File: config.mk
export PLATFORM = sky130hd
export DESIGN_NAME = sio_cond
export DESIGN_NICKNAME = d
export VERILOG_FILES = /design/src/pkg/sio_pkg.sv /design/src/hdl/sio_cond.sv
export SDC_FILE = /design/constraint.sdc
export NUM_CORES = 2
export LEC_CHECK = 0
export BUFFER_PORTS_ARGS = -buffer_cell sky130_fd_sc_hd__buf_2
export CAP_MARGIN = 40
export CORE_ASPECT_RATIO = 1.1
export CORE_MARGIN = 3
export CORE_UTILIZATION = 60
export DETAILED_ROUTE_END_ITERATION = 10
export PLACE_DENSITY = 0.85
export RECOVER_POWER = 25
export SLEW_MARGIN = 20
export SYNTH_ARGS = -nofsm -noshare
export SYNTH_HDL_FRONTEND = slang
export SYNTH_SLANG_ARGS = --single-unit
File: constraint.sdc
create_clock -name mclk -period 9.73 [get_ports mclk]
set_clock_uncertainty 0.05 [all_clocks]
set_input_delay 2.4325 -clock mclk [delete_from_list [all_inputs] [get_ports mclk]]
set_output_delay 2.4325 -clock mclk [all_outputs]
set_load 0.01 [all_outputs]
File: src/pkg/sio_pkg.sv
// Package for the safety I/O signal conditioning block: offsets, fields, timing, carriers.
// Assumes a 10 MHz device clock and an Avalon-MM register master with waitrequest.
package sio_pkg;

  // ==========================================================================
  // Timing
  localparam int unsigned CLK_HZ          = 10000000;
  localparam int unsigned BOOST_MS        = 100;
  localparam int unsigned BOOST_CYCLES    = BOOST_MS * (CLK_HZ / 1000);
  localparam int unsigned RELEASE_NS      = 2000;
  localparam int unsigned RELEASE_CYCLES  = (RELEASE_NS * (CLK_HZ / 1000000) + 999) / 1000;
  localparam int unsigned SAMPLE_PERIOD   = 10000;
  localparam int unsigned TEST_NS         = 1000;
  localparam int unsigned TEST_CYCLES     = (TEST_NS * (CLK_HZ / 1000000) + 999) / 1000;

  // ==========================================================================
  // Register byte addresses
  localparam logic [7:0] ADDR_CTRL     = 8'h00;
  localparam logic [7:0] ADDR_IOCFG    = 8'h04;
  localparam logic [7:0] ADDR_INVERT   = 8'h08;
  localparam logic [7:0] ADDR_FILTSEL  = 8'h0c;
  localparam logic [7:0] ADDR_RISEDLY  = 8'h10;
  localparam logic [7:0] ADDR_FALLDLY  = 8'h14;
  localparam logic [7:0] ADDR_OUTCMD   = 8'h18;
  localparam logic [7:0] ADDR_STATUS   = 8'h1c;
  localparam logic [7:0] ADDR_LOGICAL  = 8'h20;
  localparam logic [7:0] ADDR_CYCOUT   = 8'h24;
  localparam logic [7:0] ADDR_CYCIN    = 8'h28;

  // CTRL fields
  localparam int CTRL_TRI_TEST_EN  = 0;
  localparam int CTRL_TRI_FORCE    = 1;
  localparam int CTRL_VAR_LSB      = 2;
  localparam int CTRL_FAULT_CLR    = 4;
  localparam int CTRL_MUTING_PKG   = 5;

  // Reset values
  localparam logic [31:0] CTRL_RST    = 32'h0000_0001;
  localparam logic [31:0] IOCFG_RST   = 32'h0000_0000;
  localparam logic [15:0] DLY_RST     = 16'h0000;

  // Physical input indices: L1 L2 L3 L4 L5 M1 M2 M3 M4 M5
  localparam int N_IN = 10;
  localparam int IX_L2 = 1;
  localparam int IX_L3 = 2;
  localparam int IX_L4 = 3;
  localparam int IX_L5 = 4;
  localparam int IX_M1 = 5;
  localparam int IX_M2 = 6;
  localparam int IX_M3 = 7;
  localparam int IX_M4 = 8;
  localparam int IX_M5 = 9;
  localparam int N_IO = 4;  // L2 L5 M3 M4

  typedef enum logic [1:0] {SIO_VAR_WIRED, SIO_VAR_ASI, SIO_VAR_SAFEBUS, SIO_VAR_RSV} sio_var_e;
  typedef enum logic [1:0] {SIO_IO_INPUT, SIO_IO_OUTPUT, SIO_IO_BOTH, SIO_IO_BAD} sio_iocfg_e;
  typedef enum logic [1:0] {SIO_TRI_LOW, SIO_TRI_HIGH, SIO_TRI_OPEN, SIO_TRI_UNK} sio_tri_e;

  typedef struct packed {
    logic [7:0]  address;
    logic        read;
    logic        write;
    logic [31:0] writedata;
  } sio_av_req_s;

  typedef struct packed {
    logic [31:0] readdata;
    logic        waitrequest;
  } sio_av_rsp_s;

endpackage

File: src/hdl/sio_cond.sv
// Safety I/O signal conditioning: standard, tristate and switched inputs, tested outputs,
// inverse output, fieldbus bit mappings, per-input inversion and edge filtering.
// Assumes pins are asynchronous to mclk and a single Avalon-MM master on the register port.
//
// Decided for this implementation: the placing of the registers and the Avalon-MM slave port.
`timescale 1ns/1ps

module sio_cond #(
  parameter int unsigned BOOST_CYC  = sio_pkg::BOOST_CYCLES,
  parameter int unsigned SAMPLE_PER = sio_pkg::SAMPLE_PERIOD
) (
  input  wire logic                 mclk,
  input  wire logic                 nrst,
  input  wire sio_pkg::sio_av_req_s av_req,
  output sio_pkg::sio_av_rsp_s      av_rsp,
  input  wire logic [9:0]           pin_in,
  input  wire logic [1:0]           tri_probe_in,
  output logic [3:0]                io_drive_en,
  output logic                      inv_pull_en,
  output logic [1:0]                tri_test_drive,
  output logic [9:0]                contact_cleaning_boost,
  input  wire logic [2:0]           fb_a_master_bits,
  input  wire logic [1:0]           fb_a_param_bits,
  input  wire logic [15:0]          safe_cyclic_out,
  output logic [15:0]               safe_cyclic_in,
  output logic                      safety_out_off,
  output logic [9:0]                filtered_logical_input,
  output logic [9:0]                logical_input
);

  localparam int NI = sio_pkg::N_IN;

  typedef struct packed {
    logic [31:0]              ctrl;
    logic [7:0]               iocfg;
    logic                     inv_as_out;
    logic                     cfg_reject;
    logic [NI-1:0]            invert;
    logic [NI-1:0]            filt_sel;
    logic [15:0]              rise_dly;
    logic [15:0]              fall_dly;
    logic [4:0]               out_cmd;
    logic [15:0]              cyc_in_cmd;
    logic [NI-1:0]            sync1;
    logic [NI-1:0]            sync2;
    logic [1:0]               probe1;
    logic [1:0]               probe2;
    logic [NI-1:0]            phys;
    logic [3:0]               tri_state;
    logic [NI-1:0]            linv;
    logic [NI-1:0]            lfilt;
    logic [NI-1:0][15:0]      fcnt;
    logic [NI-1:0][22:0]      bcnt;
    logic [NI-1:0]            boost;
    logic [13:0]              scnt;
    logic [3:0]               drive;
    logic [3:0]               drive_d1;
    logic [3:0]               drive_d2;
    logic                     inv_pull;
    logic [1:0]               tri_drv;
    logic                     fault;
    logic [15:0]              cyc_in;
    logic [31:0]              rdata;
    logic                     ack;
  } sio_state_s;

  sio_state_s st_reg;
  sio_state_s st_next;

  // ==========================================================================
  // Combinational next state
  always_comb begin
    logic [1:0]    var_sel;
    logic          tri_test;
    logic          release_win;
    logic          probe_win;
    logic [3:0]    want;
    logic [NI-1:0] raw;
    logic          hit;
    logic [1:0]    mode;
    st_next = st_reg;
    tri_test    = 1'b0;
    release_win = 1'b0;
    probe_win   = 1'b0;
    want        = 4'h0;
    raw         = '0;
    mode        = 2'h0;
    var_sel = st_reg.ctrl[sio_pkg::CTRL_VAR_LSB +: 2];
    hit = av_req.write && !st_reg.ack;

    // ==========================================================================
    // Register writes
    if (hit) begin
      unique case (av_req.address)
        sio_pkg::ADDR_CTRL: begin
          st_next.ctrl = av_req.writedata;
          st_next.ctrl[sio_pkg::CTRL_FAULT_CLR] = 1'b0;
        end
        sio_pkg::ADDR_IOCFG: begin
          // Inverse I/O may not be input and output together
          if (av_req.writedata[9:8] == 2'(sio_pkg::SIO_IO_BOTH) ||
              av_req.writedata[9:8] == 2'(sio_pkg::SIO_IO_BAD)) begin
            st_next.cfg_reject = 1'b1;
          end else begin
            st_next.inv_as_out = (av_req.writedata[9:8] == 2'(sio_pkg::SIO_IO_OUTPUT));
            st_next.cfg_reject = 1'b0;
          end
          st_next.iocfg = av_req.writedata[7:0];
        end
        sio_pkg::ADDR_INVERT:  st_next.invert = av_req.writedata[NI-1:0];
        sio_pkg::ADDR_FILTSEL: st_next.filt_sel = av_req.writedata[NI-1:0];
        sio_pkg::ADDR_RISEDLY: st_next.rise_dly = av_req.writedata[15:0];
        sio_pkg::ADDR_FALLDLY: st_next.fall_dly = av_req.writedata[15:0];
        sio_pkg::ADDR_OUTCMD:  st_next.out_cmd = av_req.writedata[4:0];
        sio_pkg::ADDR_CYCIN:   st_next.cyc_in_cmd = av_req.writedata[15:0];
        default: ;
      endcase
    end

    // ==========================================================================
    // Bus answer: one wait cycle, then ack with data
    st_next.ack = (av_req.read || av_req.write) && !st_reg.ack;
    st_next.rdata = 32'h0000_0000;
    if (av_req.read && !st_reg.ack) begin
      unique case (av_req.address)
        sio_pkg::ADDR_CTRL:    st_next.rdata = st_reg.ctrl;
        sio_pkg::ADDR_IOCFG:   st_next.rdata = {22'h0, st_reg.cfg_reject,
                                                st_reg.inv_as_out, st_reg.iocfg};
        sio_pkg::ADDR_INVERT:  st_next.rdata = {22'h0, st_reg.invert};
        sio_pkg::ADDR_FILTSEL: st_next.rdata = {22'h0, st_reg.filt_sel};
        sio_pkg::ADDR_RISEDLY: st_next.rdata = {16'h0, st_reg.rise_dly};
        sio_pkg::ADDR_FALLDLY: st_next.rdata = {16'h0, st_reg.fall_dly};
        sio_pkg::ADDR_OUTCMD:  st_next.rdata = {27'h0, st_reg.out_cmd};
        sio_pkg::ADDR_STATUS:  st_next.rdata = {23'h0, st_reg.fault, st_reg.tri_state,
                                                st_reg.drive};
        sio_pkg::ADDR_LOGICAL: st_next.rdata = {6'h0, st_reg.lfilt, 6'h0, st_reg.linv};
        sio_pkg::ADDR_CYCOUT:  st_next.rdata = {16'h0, safe_cyclic_out};
        sio_pkg::ADDR_CYCIN:   st_next.rdata = {16'h0, st_reg.cyc_in};
        default:               st_next.rdata = 32'h0000_0000;
      endcase
    end

    // ==========================================================================
    // Pin synchronisers and sampling
    st_next.sync1  = pin_in;
    st_next.sync2  = st_reg.sync1;
    st_next.probe1 = tri_probe_in;
    st_next.probe2 = st_reg.probe1;
    st_next.scnt = (st_reg.scnt >= 14'(SAMPLE_PER - 1)) ? 14'h0 : st_reg.scnt + 14'h1;
    release_win = (st_reg.scnt < 14'(sio_pkg::RELEASE_CYCLES));
    probe_win = (st_reg.scnt >= 14'(sio_pkg::RELEASE_CYCLES + 4)) &&
                (st_reg.scnt < 14'(sio_pkg::RELEASE_CYCLES + 4 + sio_pkg::TEST_CYCLES));

    // Open pins are pulled to ground, so a floating line already arrives as zero
    raw = st_reg.sync2;
    // Combined I/O with its output commanded on: sensor seen only during drive release, after sync latency
    for (int k = 0; k < sio_pkg::N_IO; k++) begin
      int p;
      p = (k == 0) ? sio_pkg::IX_L2 : (k == 1) ? sio_pkg::IX_L5 :
          (k == 2) ? sio_pkg::IX_M3 : sio_pkg::IX_M4;
      mode = st_reg.iocfg[2*k +: 2];
      if (mode == 2'(sio_pkg::SIO_IO_BOTH) && st_reg.out_cmd[k]) begin
        if (st_reg.scnt == 14'(sio_pkg::RELEASE_CYCLES + 1))
          st_next.phys[p] = raw[p];
      end else begin
        st_next.phys[p] = raw[p];
      end
    end
    st_next.phys[0]             = raw[0];
    st_next.phys[sio_pkg::IX_L3] = raw[sio_pkg::IX_L3];
    st_next.phys[sio_pkg::IX_L4] = raw[sio_pkg::IX_L4];
    st_next.phys[sio_pkg::IX_M1] = raw[sio_pkg::IX_M1];
    st_next.phys[sio_pkg::IX_M2] = raw[sio_pkg::IX_M2];
    st_next.phys[sio_pkg::IX_M5] = raw[sio_pkg::IX_M5];
    if (var_sel == 2'(sio_pkg::SIO_VAR_ASI)) begin
      st_next.phys[sio_pkg::IX_M1] = fb_a_master_bits[0];
      st_next.phys[sio_pkg::IX_M2] = fb_a_master_bits[1];
      st_next.phys[sio_pkg::IX_M5] = fb_a_master_bits[2];
    end

    // ==========================================================================
    // Tristate test: drive a probe current, a line that follows it is open
    tri_test = st_reg.ctrl[sio_pkg::CTRL_TRI_TEST_EN] ||
               st_reg.ctrl[sio_pkg::CTRL_TRI_FORCE];
    st_next.tri_drv = (tri_test && probe_win) ? 2'b11 : 2'b00;
    for (int t = 0; t < 2; t++) begin
      int p;
      p = (t == 0) ? sio_pkg::IX_L3 : sio_pkg::IX_L4;
      if (!tri_test) begin
        st_next.tri_state[2*t +: 2] = raw[p] ? 2'(sio_pkg::SIO_TRI_HIGH)
                                             : 2'(sio_pkg::SIO_TRI_LOW);
      end else if (st_reg.scnt == 14'(sio_pkg::RELEASE_CYCLES + 4 + sio_pkg::TEST_CYCLES)) begin
        // A line that follows the probe is open, even though its level then reads high
        st_next.tri_state[2*t +: 2] = st_reg.probe2[t] ? 2'(sio_pkg::SIO_TRI_OPEN) :
                                      raw[p]           ? 2'(sio_pkg::SIO_TRI_HIGH) :
                                                         2'(sio_pkg::SIO_TRI_LOW);
      end
    end

    // ==========================================================================
    // Outputs
    for (int k = 0; k < sio_pkg::N_IO; k++) begin
      mode = st_reg.iocfg[2*k +: 2];
      want[k] = st_reg.out_cmd[k] &&
                (mode == 2'(sio_pkg::SIO_IO_OUTPUT) || mode == 2'(sio_pkg::SIO_IO_BOTH));
      st_next.drive[k] = want[k] && !(mode == 2'(sio_pkg::SIO_IO_BOTH) && release_win);
    end
    if (var_sel == 2'(sio_pkg::SIO_VAR_ASI)) begin
      st_next.drive[2] = !fb_a_param_bits[0];
      st_next.drive[3] = !fb_a_param_bits[1];
    end
    st_next.inv_pull = st_reg.inv_as_out && st_reg.out_cmd[4] &&
                       var_sel != 2'(sio_pkg::SIO_VAR_ASI);

    // Read-back check on tested outputs outside the release window
    // Pin readback lags the drive by the two synchroniser flops
    st_next.drive_d1 = st_reg.drive;
    st_next.drive_d2 = st_reg.drive_d1;
    if (hit && av_req.address == sio_pkg::ADDR_CTRL &&
        av_req.writedata[sio_pkg::CTRL_FAULT_CLR])
      st_next.fault = 1'b0;
    for (int k = 0; k < sio_pkg::N_IO; k++) begin
      int p;
      p = (k == 0) ? sio_pkg::IX_L2 : (k == 1) ? sio_pkg::IX_L5 :
          (k == 2) ? sio_pkg::IX_M3 : sio_pkg::IX_M4;
      mode = st_reg.iocfg[2*k +: 2];
      if (mode == 2'(sio_pkg::SIO_IO_OUTPUT) && st_reg.scnt > 14'(sio_pkg::RELEASE_CYCLES + 3) &&
          raw[p] != st_reg.drive_d2[k] &&
          !(var_sel == 2'(sio_pkg::SIO_VAR_ASI) && k >= 2))
        st_next.fault = 1'b1;
    end

    // ==========================================================================
    // Inversion, edge filter, contact cleaning
    for (int i = 0; i < NI; i++) begin
      st_next.linv[i] = st_reg.phys[i] ^ st_reg.invert[i];
      if (!st_reg.filt_sel[i]) begin
        st_next.lfilt[i] = st_reg.linv[i];
        st_next.fcnt[i] = 16'h0;
      end else if (st_reg.linv[i] == st_reg.lfilt[i]) begin
        st_next.fcnt[i] = 16'h0;
      end else if (st_reg.fcnt[i] >= (st_reg.linv[i] ? st_reg.rise_dly : st_reg.fall_dly)) begin
        st_next.lfilt[i] = st_reg.linv[i];
        st_next.fcnt[i] = 16'h0;
      end else begin
        st_next.fcnt[i] = st_reg.fcnt[i] + 16'h1;
      end
      // No boost circuit on the inverse line
      if (st_reg.phys[i] && !st_reg.sync2[i] && st_reg.sync1[i] && i != sio_pkg::IX_M5) begin
        st_next.bcnt[i] = 23'(BOOST_CYC);
      end else if (st_reg.bcnt[i] != 23'h0) begin
        st_next.bcnt[i] = st_reg.bcnt[i] - 23'h1;
      end
      if (!st_reg.sync2[i] && st_reg.sync1[i] && i != sio_pkg::IX_M5)
        st_next.bcnt[i] = 23'(BOOST_CYC);
      st_next.boost[i] = (st_next.bcnt[i] != 23'h0);
    end

    // Cyclic bus bits pass through, registered, in the safe-bus variant only; zero otherwise
    st_next.cyc_in = (var_sel == 2'(sio_pkg::SIO_VAR_SAFEBUS)) ? st_reg.cyc_in_cmd
                                                                : 16'h0000;
  end

  // ==========================================================================
  // State register
  always_ff @(posedge mclk) begin
    if (!nrst) begin
      st_reg       <= '0;
      st_reg.ctrl  <= sio_pkg::CTRL_RST;
      st_reg.iocfg <= sio_pkg::IOCFG_RST[7:0];
      st_reg.rise_dly <= sio_pkg::DLY_RST;
      st_reg.fall_dly <= sio_pkg::DLY_RST;
    end else begin
      st_reg <= st_next;
    end
  end

  // Sources for functions: cyclic bits stand beside the aux lines, unfiltered
  always_comb begin
    av_rsp.readdata    = st_reg.rdata;
    av_rsp.waitrequest = !st_reg.ack;
  end
  assign io_drive_en            = st_reg.drive;
  assign inv_pull_en            = st_reg.inv_pull;
  assign tri_test_drive         = st_reg.tri_drv;
  assign contact_cleaning_boost = st_reg.boost;
  assign safe_cyclic_in         = st_reg.cyc_in;
  assign safety_out_off         = st_reg.fault;
  assign filtered_logical_input = st_reg.lfilt;
  assign logical_input          = st_reg.linv;

endmodule

# Yosys cells after proc, flatten, opt, wreduce, memory -nomap -nowiden
# Index checks and enable logic that the tools add are counted.
[word_totals]
regBits = 651
in_bits = 77
out_inout_bits = 87
wordCells = 420
[op_classes]
addsub = 21
n_lt_le_gt_ge = 15
eq_ne = 65
mux = 95
bitwise = 22
reduce_logical = 140
[op_table]
columns = ["op", "count"]
rows = [
  ["23-bit 2-to-1 mux", 28],
  ["23-bit nonzero test", 20],
  ["32-bit one-hot mux with 11 select lines", 1],
  ["23-bit by 1-bit subtractor with 23-bit output (second input constant)", 10],
  ["16-bit by 1-bit adder with 16-bit output (second input constant)", 10],
  ["16-bit >= comparator", 10],
  ["16-bit 2-to-1 mux", 10],
  ["1-bit logical AND", 62],
  ["1-bit 2-to-1 mux", 47],
  ["2-bit AND reduction", 20],
  ["4-bit OR reduction", 10],
  ["8-bit by 5-bit equality test with 1-bit output (second input constant)", 4],
  ["2-bit by 1-bit != test with 1-bit output (second input constant)", 13],
  ["2-bit != test (second input constant)", 13],
  ["8-bit by 6-bit equality test with 1-bit output (second input constant)", 3],
  ["2-bit 2-to-1 mux", 9],
  ["1-bit zero test", 17],
  ["8-bit by 4-bit equality test with 1-bit output (second input constant)", 2],
  ["14-bit by 1-bit adder with 14-bit output (second input constant)", 1],
  ["14-bit by 5-bit equality test with 1-bit output (second input constant)", 1],
  ["14-bit by 6-bit equality test with 1-bit output (second input constant)", 1],
  ["2-bit equality test (second input constant)", 7],
  ["14-bit >= comparator (second input constant)", 1],
  ["14-bit by 5-bit >= comparator with 1-bit output (second input constant)", 1],
  ["14 further kinds", 57],
]

# Logic depth before layout (Yosys ltp)
[depth]
ltp_word = 9
depth_mapped = 14
depth_no_buf = 10

# Worst setup path after synthesis
# OpenSTA, ideal clock, no wires.
[synth_path]
path_type = "input port to flip-flop"
startpoint = "input port av_req[35] (netlist name)"
endpoint = "register st_reg[583] (netlist name)"
setup_ns = 0.070
arrival_time_ns = 3.927
required_time_ns = 9.610
slack_ns = 5.683
path_stages = 8
path_buffers = 2
cell_sequence = "nor3_1 nand2b_1 nor2_1 and2_1 clkbuf_1 clkbuf_1 nand2_1 a21oi_1"
[synth_via]
elab_chain_cells = 2
[synth_rtl]
columns = ["element", "line", "source"]
rows = [
  ["from (decl)", "sio_cond.sv:14", "input wire sio_pkg::sio_av_req_s av_req,"],
  ["8-bit by 5-bit equality test with 1-bit output", "sio_cond.sv:94", "unique case (av_req.address)"],
  ["2-bit AND reduction (no source line)", "n/a", ""],
  ["to (signal assigned)", "sio_cond.sv:274", "st_reg <= st_next;"],
  ["to (decl)", "sio_cond.sv:67", "sio_state_s st_reg;"],
]
# No other way between the ends.
# A chain may end at the register's enable or synchronous reset.

# Worst setup path in the final report
[layout_path]
startpoint = "input port nrst"
endpoint = "register st_reg, in the netlist contact_cleaning_boost[4]"
[layout_rtl]
columns = ["element", "line", "source"]
rows = [
  ["from (decl)", "sio_cond.sv:13", "input wire logic nrst,"],
]
# No word-level cell between the ends.

==> qor.yml <==
yosysUniqueCellTypes: 76
clkSinkCount: 650
drv_slew: 105
run_status: "finished with violations"
ys.warnings.count: 0
portBuffers: 163
crit_path_end_kind: "flop"
cts-htree-levels: 3
core_area_um2: 55300
drt_pass1_iterations: 11
grt_max_degree: 99
initial_utilization_pct: 61.2
finalHoldViolations: 0
synth_fp_nets: 4269
max-slew-margin-rel_pct: -63.7
min_period_ns: 6.18
finalPower_uw: 9470
place_congestion: 0.993
dieArea_um2: 59300
wirelength_mm: 92.4
synth_flop_cell: "dfxtp_1"
synth_top_area_cell: "dfxtp_1"
drtIter0Drc: 3100
largest_register_ffs: 546
num-fill-cells: 4305
detail-route-antenna-nets: 0
io_pins: 164
drive_gt1_share_pct: 8.33
timing.max_cap.violations: 3
layout_commonest_cell: "dfxtp_1"
power_density_nw_per_um2: 256
use_met3_pct: 6.66
clk_latency_ns: 0.63
yosysSeqAreaShare_pct: 38.4
use_met1_pct: 36.1
rsz0062_at_grt: "no"
startpoint_type: "input pin"
tritoncts: "built"
cts.hold.buffers_added: 0
critical_path.max_fanout: 98
die_h_um: 255
arrival_ns: 6.46
viasPerCell: 6.16
rr_worst_depth: 11
p_leak_uw: 0.0137
path_class: "in -> reg"
dieWidth_um: 232
ff2ff_setup_slack_ns: 5.26
final.setup.tns_ns: 0
min_path_type: "reg -> reg"
synth_edf_count: 0
nNetsFinal: 4254
syn_to_final_growth_pct: 9.06
whs_endpoint: "st_reg[56]"
violations: "design-rule violations, max-capacitance violations, max-slew violations"
yosysTopAreaCellShare_pct: 38.4
postCtsSetupBuffers: 0
multiInputGateArea_um2: 19200
wl_per_cell_um: 19.4
cts_buffer_depth: 3
cts_resized: 0
crit_required_ns: 10.01
min_path_cells: 1
route.detailed.drc: 1
grt_pass1_vias: 28141
std_cell_rows: 90
vdd.ir_drop.worst_uv: 249
postSynthCellCount: 3991
grt_pass1_wl_mm: 144
dp_hpwl_mm: 62.5
synthArstFlopShare_pct: 0
r2r_end: "st_reg[372]"
period_share_pct: 63.5
min_from: "st_next[56]"
busiest_layer: "met2"
worstMarginPinSlew_ns: 2.46
avgSynthCellArea_um2: 8.48
layout_common_cells: "650 x dfxtp_1, 506 x nor2_1, 402 x nand2_1, 244 x a21oi_1, 201 x ha_1"
overflow: 0
via_count: 29371
grt_usage_pct: 30.0
r2r-start: "logical_input[3]"
finalSetupViolCount: 0
path_clk_slew_ns: 0.07
grt_use_met2_pct: 48.8
fmax_mhz: 162
numCtsBuffers: 69
syn_area_um2: 33900
synthTopCellsByArea: "dfxtp_1 38%, ha_1 7.4%, nor2_1 5.6%"
cts_root_buffer: "clkbuf_16"
ys_seq_elements: 650
seqCellArea_um2: 13000
grt_antenna_before_repair: 5
Yosys cell counts (all sizes together) (8+ instances only):
| cell type | instances |
|---|---|
| nor3 | 106 |
| nor2 | 508 |
| or2 | 11 |
| a2111oi | 8 |
| a222oi | 8 |
| and2 | 71 |
| or4 | 41 |
| nor4 | 73 |
| or3 | 40 |
| and3 | 59 |
| a22o | 21 |
| nand3 | 145 |
| a21oi | 244 |
| nor3b | 9 |
| a211oi | 31 |
| mux2i | 179 |
| clkbuf | 183 |
| xnor2 | 175 |
| a31oi | 35 |
| a22oi | 28 |
| a221oi | 19 |
| o31ai | 12 |
| o21ai | 80 |
| dfxtp | 650 |
| a21o | 41 |
| nand2b | 37 |
| nand4 | 71 |
| nand2 | 402 |
| mux2 | 11 |
| ha | 201 |
| nand3b | 23 |
| nor2b | 27 |
| inv | 81 |
| a21boi | 9 |
| xor2 | 168 |
| buf | 98 |
| o211ai | 11 |
kinds of logic (layout without fill, tap and decap cells):
kind of cell,count (synthesis),in the layout,share of synthesized area [%]
DFF,650,650,38.4
AOI/OAI and AO/OA,593,593,11.1
adders and majority gates,201,201,7.43
other,0,3,0
xor gates and xnor gates,343,343,8.87
buffers and inverters,362,403,4.98
muxes,190,190,5.66
and+or+nand+nor,1652,1652,23.6
how the worst max path moves through the flow:
| stage | endpoint | cells after the start | slack (ns) | from |
|---|---|---|---|---|
| floorplan | st_reg[583] | 8 | 5.68 | av_req[35] |
| global placement | st_reg[96] | 5 | 4.73 | nrst |
| detailed placement | st_reg[281] | 5 | 4.70 | nrst |
| CTS | st_reg[281] | 5 | 5.34 | nrst |
| global route | contact_cleaning_boost[4] | 5 | 3.34 | nrst |
| finish | contact_cleaning_boost[4] | 5 | 3.55 | nrst |
per-stage QoR:
| step | hold slack [ns] | area (um2) | std cells | setup WS (ns) | util [%] |
|---|---|---|---|---|---|
| 2_1_floorplan | 0.362 | 33900 | 3991 | 5.68 | - |
| 3_3_place_gp | 0.364 | 34400 | 4632 | 4.73 | 62.2 |
| 3_5_place_dp | 0.371 | 34400 | 4635 | 4.70 | 62.3 |
| 4_1_cts | 0.367 | 36900 | 4762 | 5.34 | 66.8 |
| 5_1_grt | 0.386 | 36900 | 4768 | 3.34 | 66.8 |
| 6_report | 0.368 | 36900 | 4771 | 3.55 | 66.8 |
worst max-delay path: stages:
cell	delay, ns
clkbuf_1	0.26
inv_8	0.51
clkbuf_1	1.14
clkbuf_1	1.82
a41oi_1	0.23
where the power goes:
part	leakage (uW)	switching [uW]	internal (uW)
registers	0.00528	453	3050
clock network	0.00121	1120	1720
logic	0.00724	1830	1310
total	0.0137	3390	6070
final cells by class:
type	count	share of cell area, %
Tap cell	736	2.49
Timing Repair Buffer	195	2.77
Inverter	81	0.844
Clock buffer	99	5.67
Clock inverter	28	1.05
Sequential cell	650	35.2
Antenna cell	3	0.0203
Multi-Input combinational cell	2979	51.9
routing by layer:
metal | vias up | share of wire, % | wire (um)
li1 | 13840 | - | -
met1 | 13768 | 39 | 36000
met2 | 1350 | 45 | 41800
met3 | 409 | 9.2 | 8500
met4 | 4 | 6.6 | 6050
met5 | - | 0.025 | 23
Note: power is estimated with default switching activity, not from simulation.
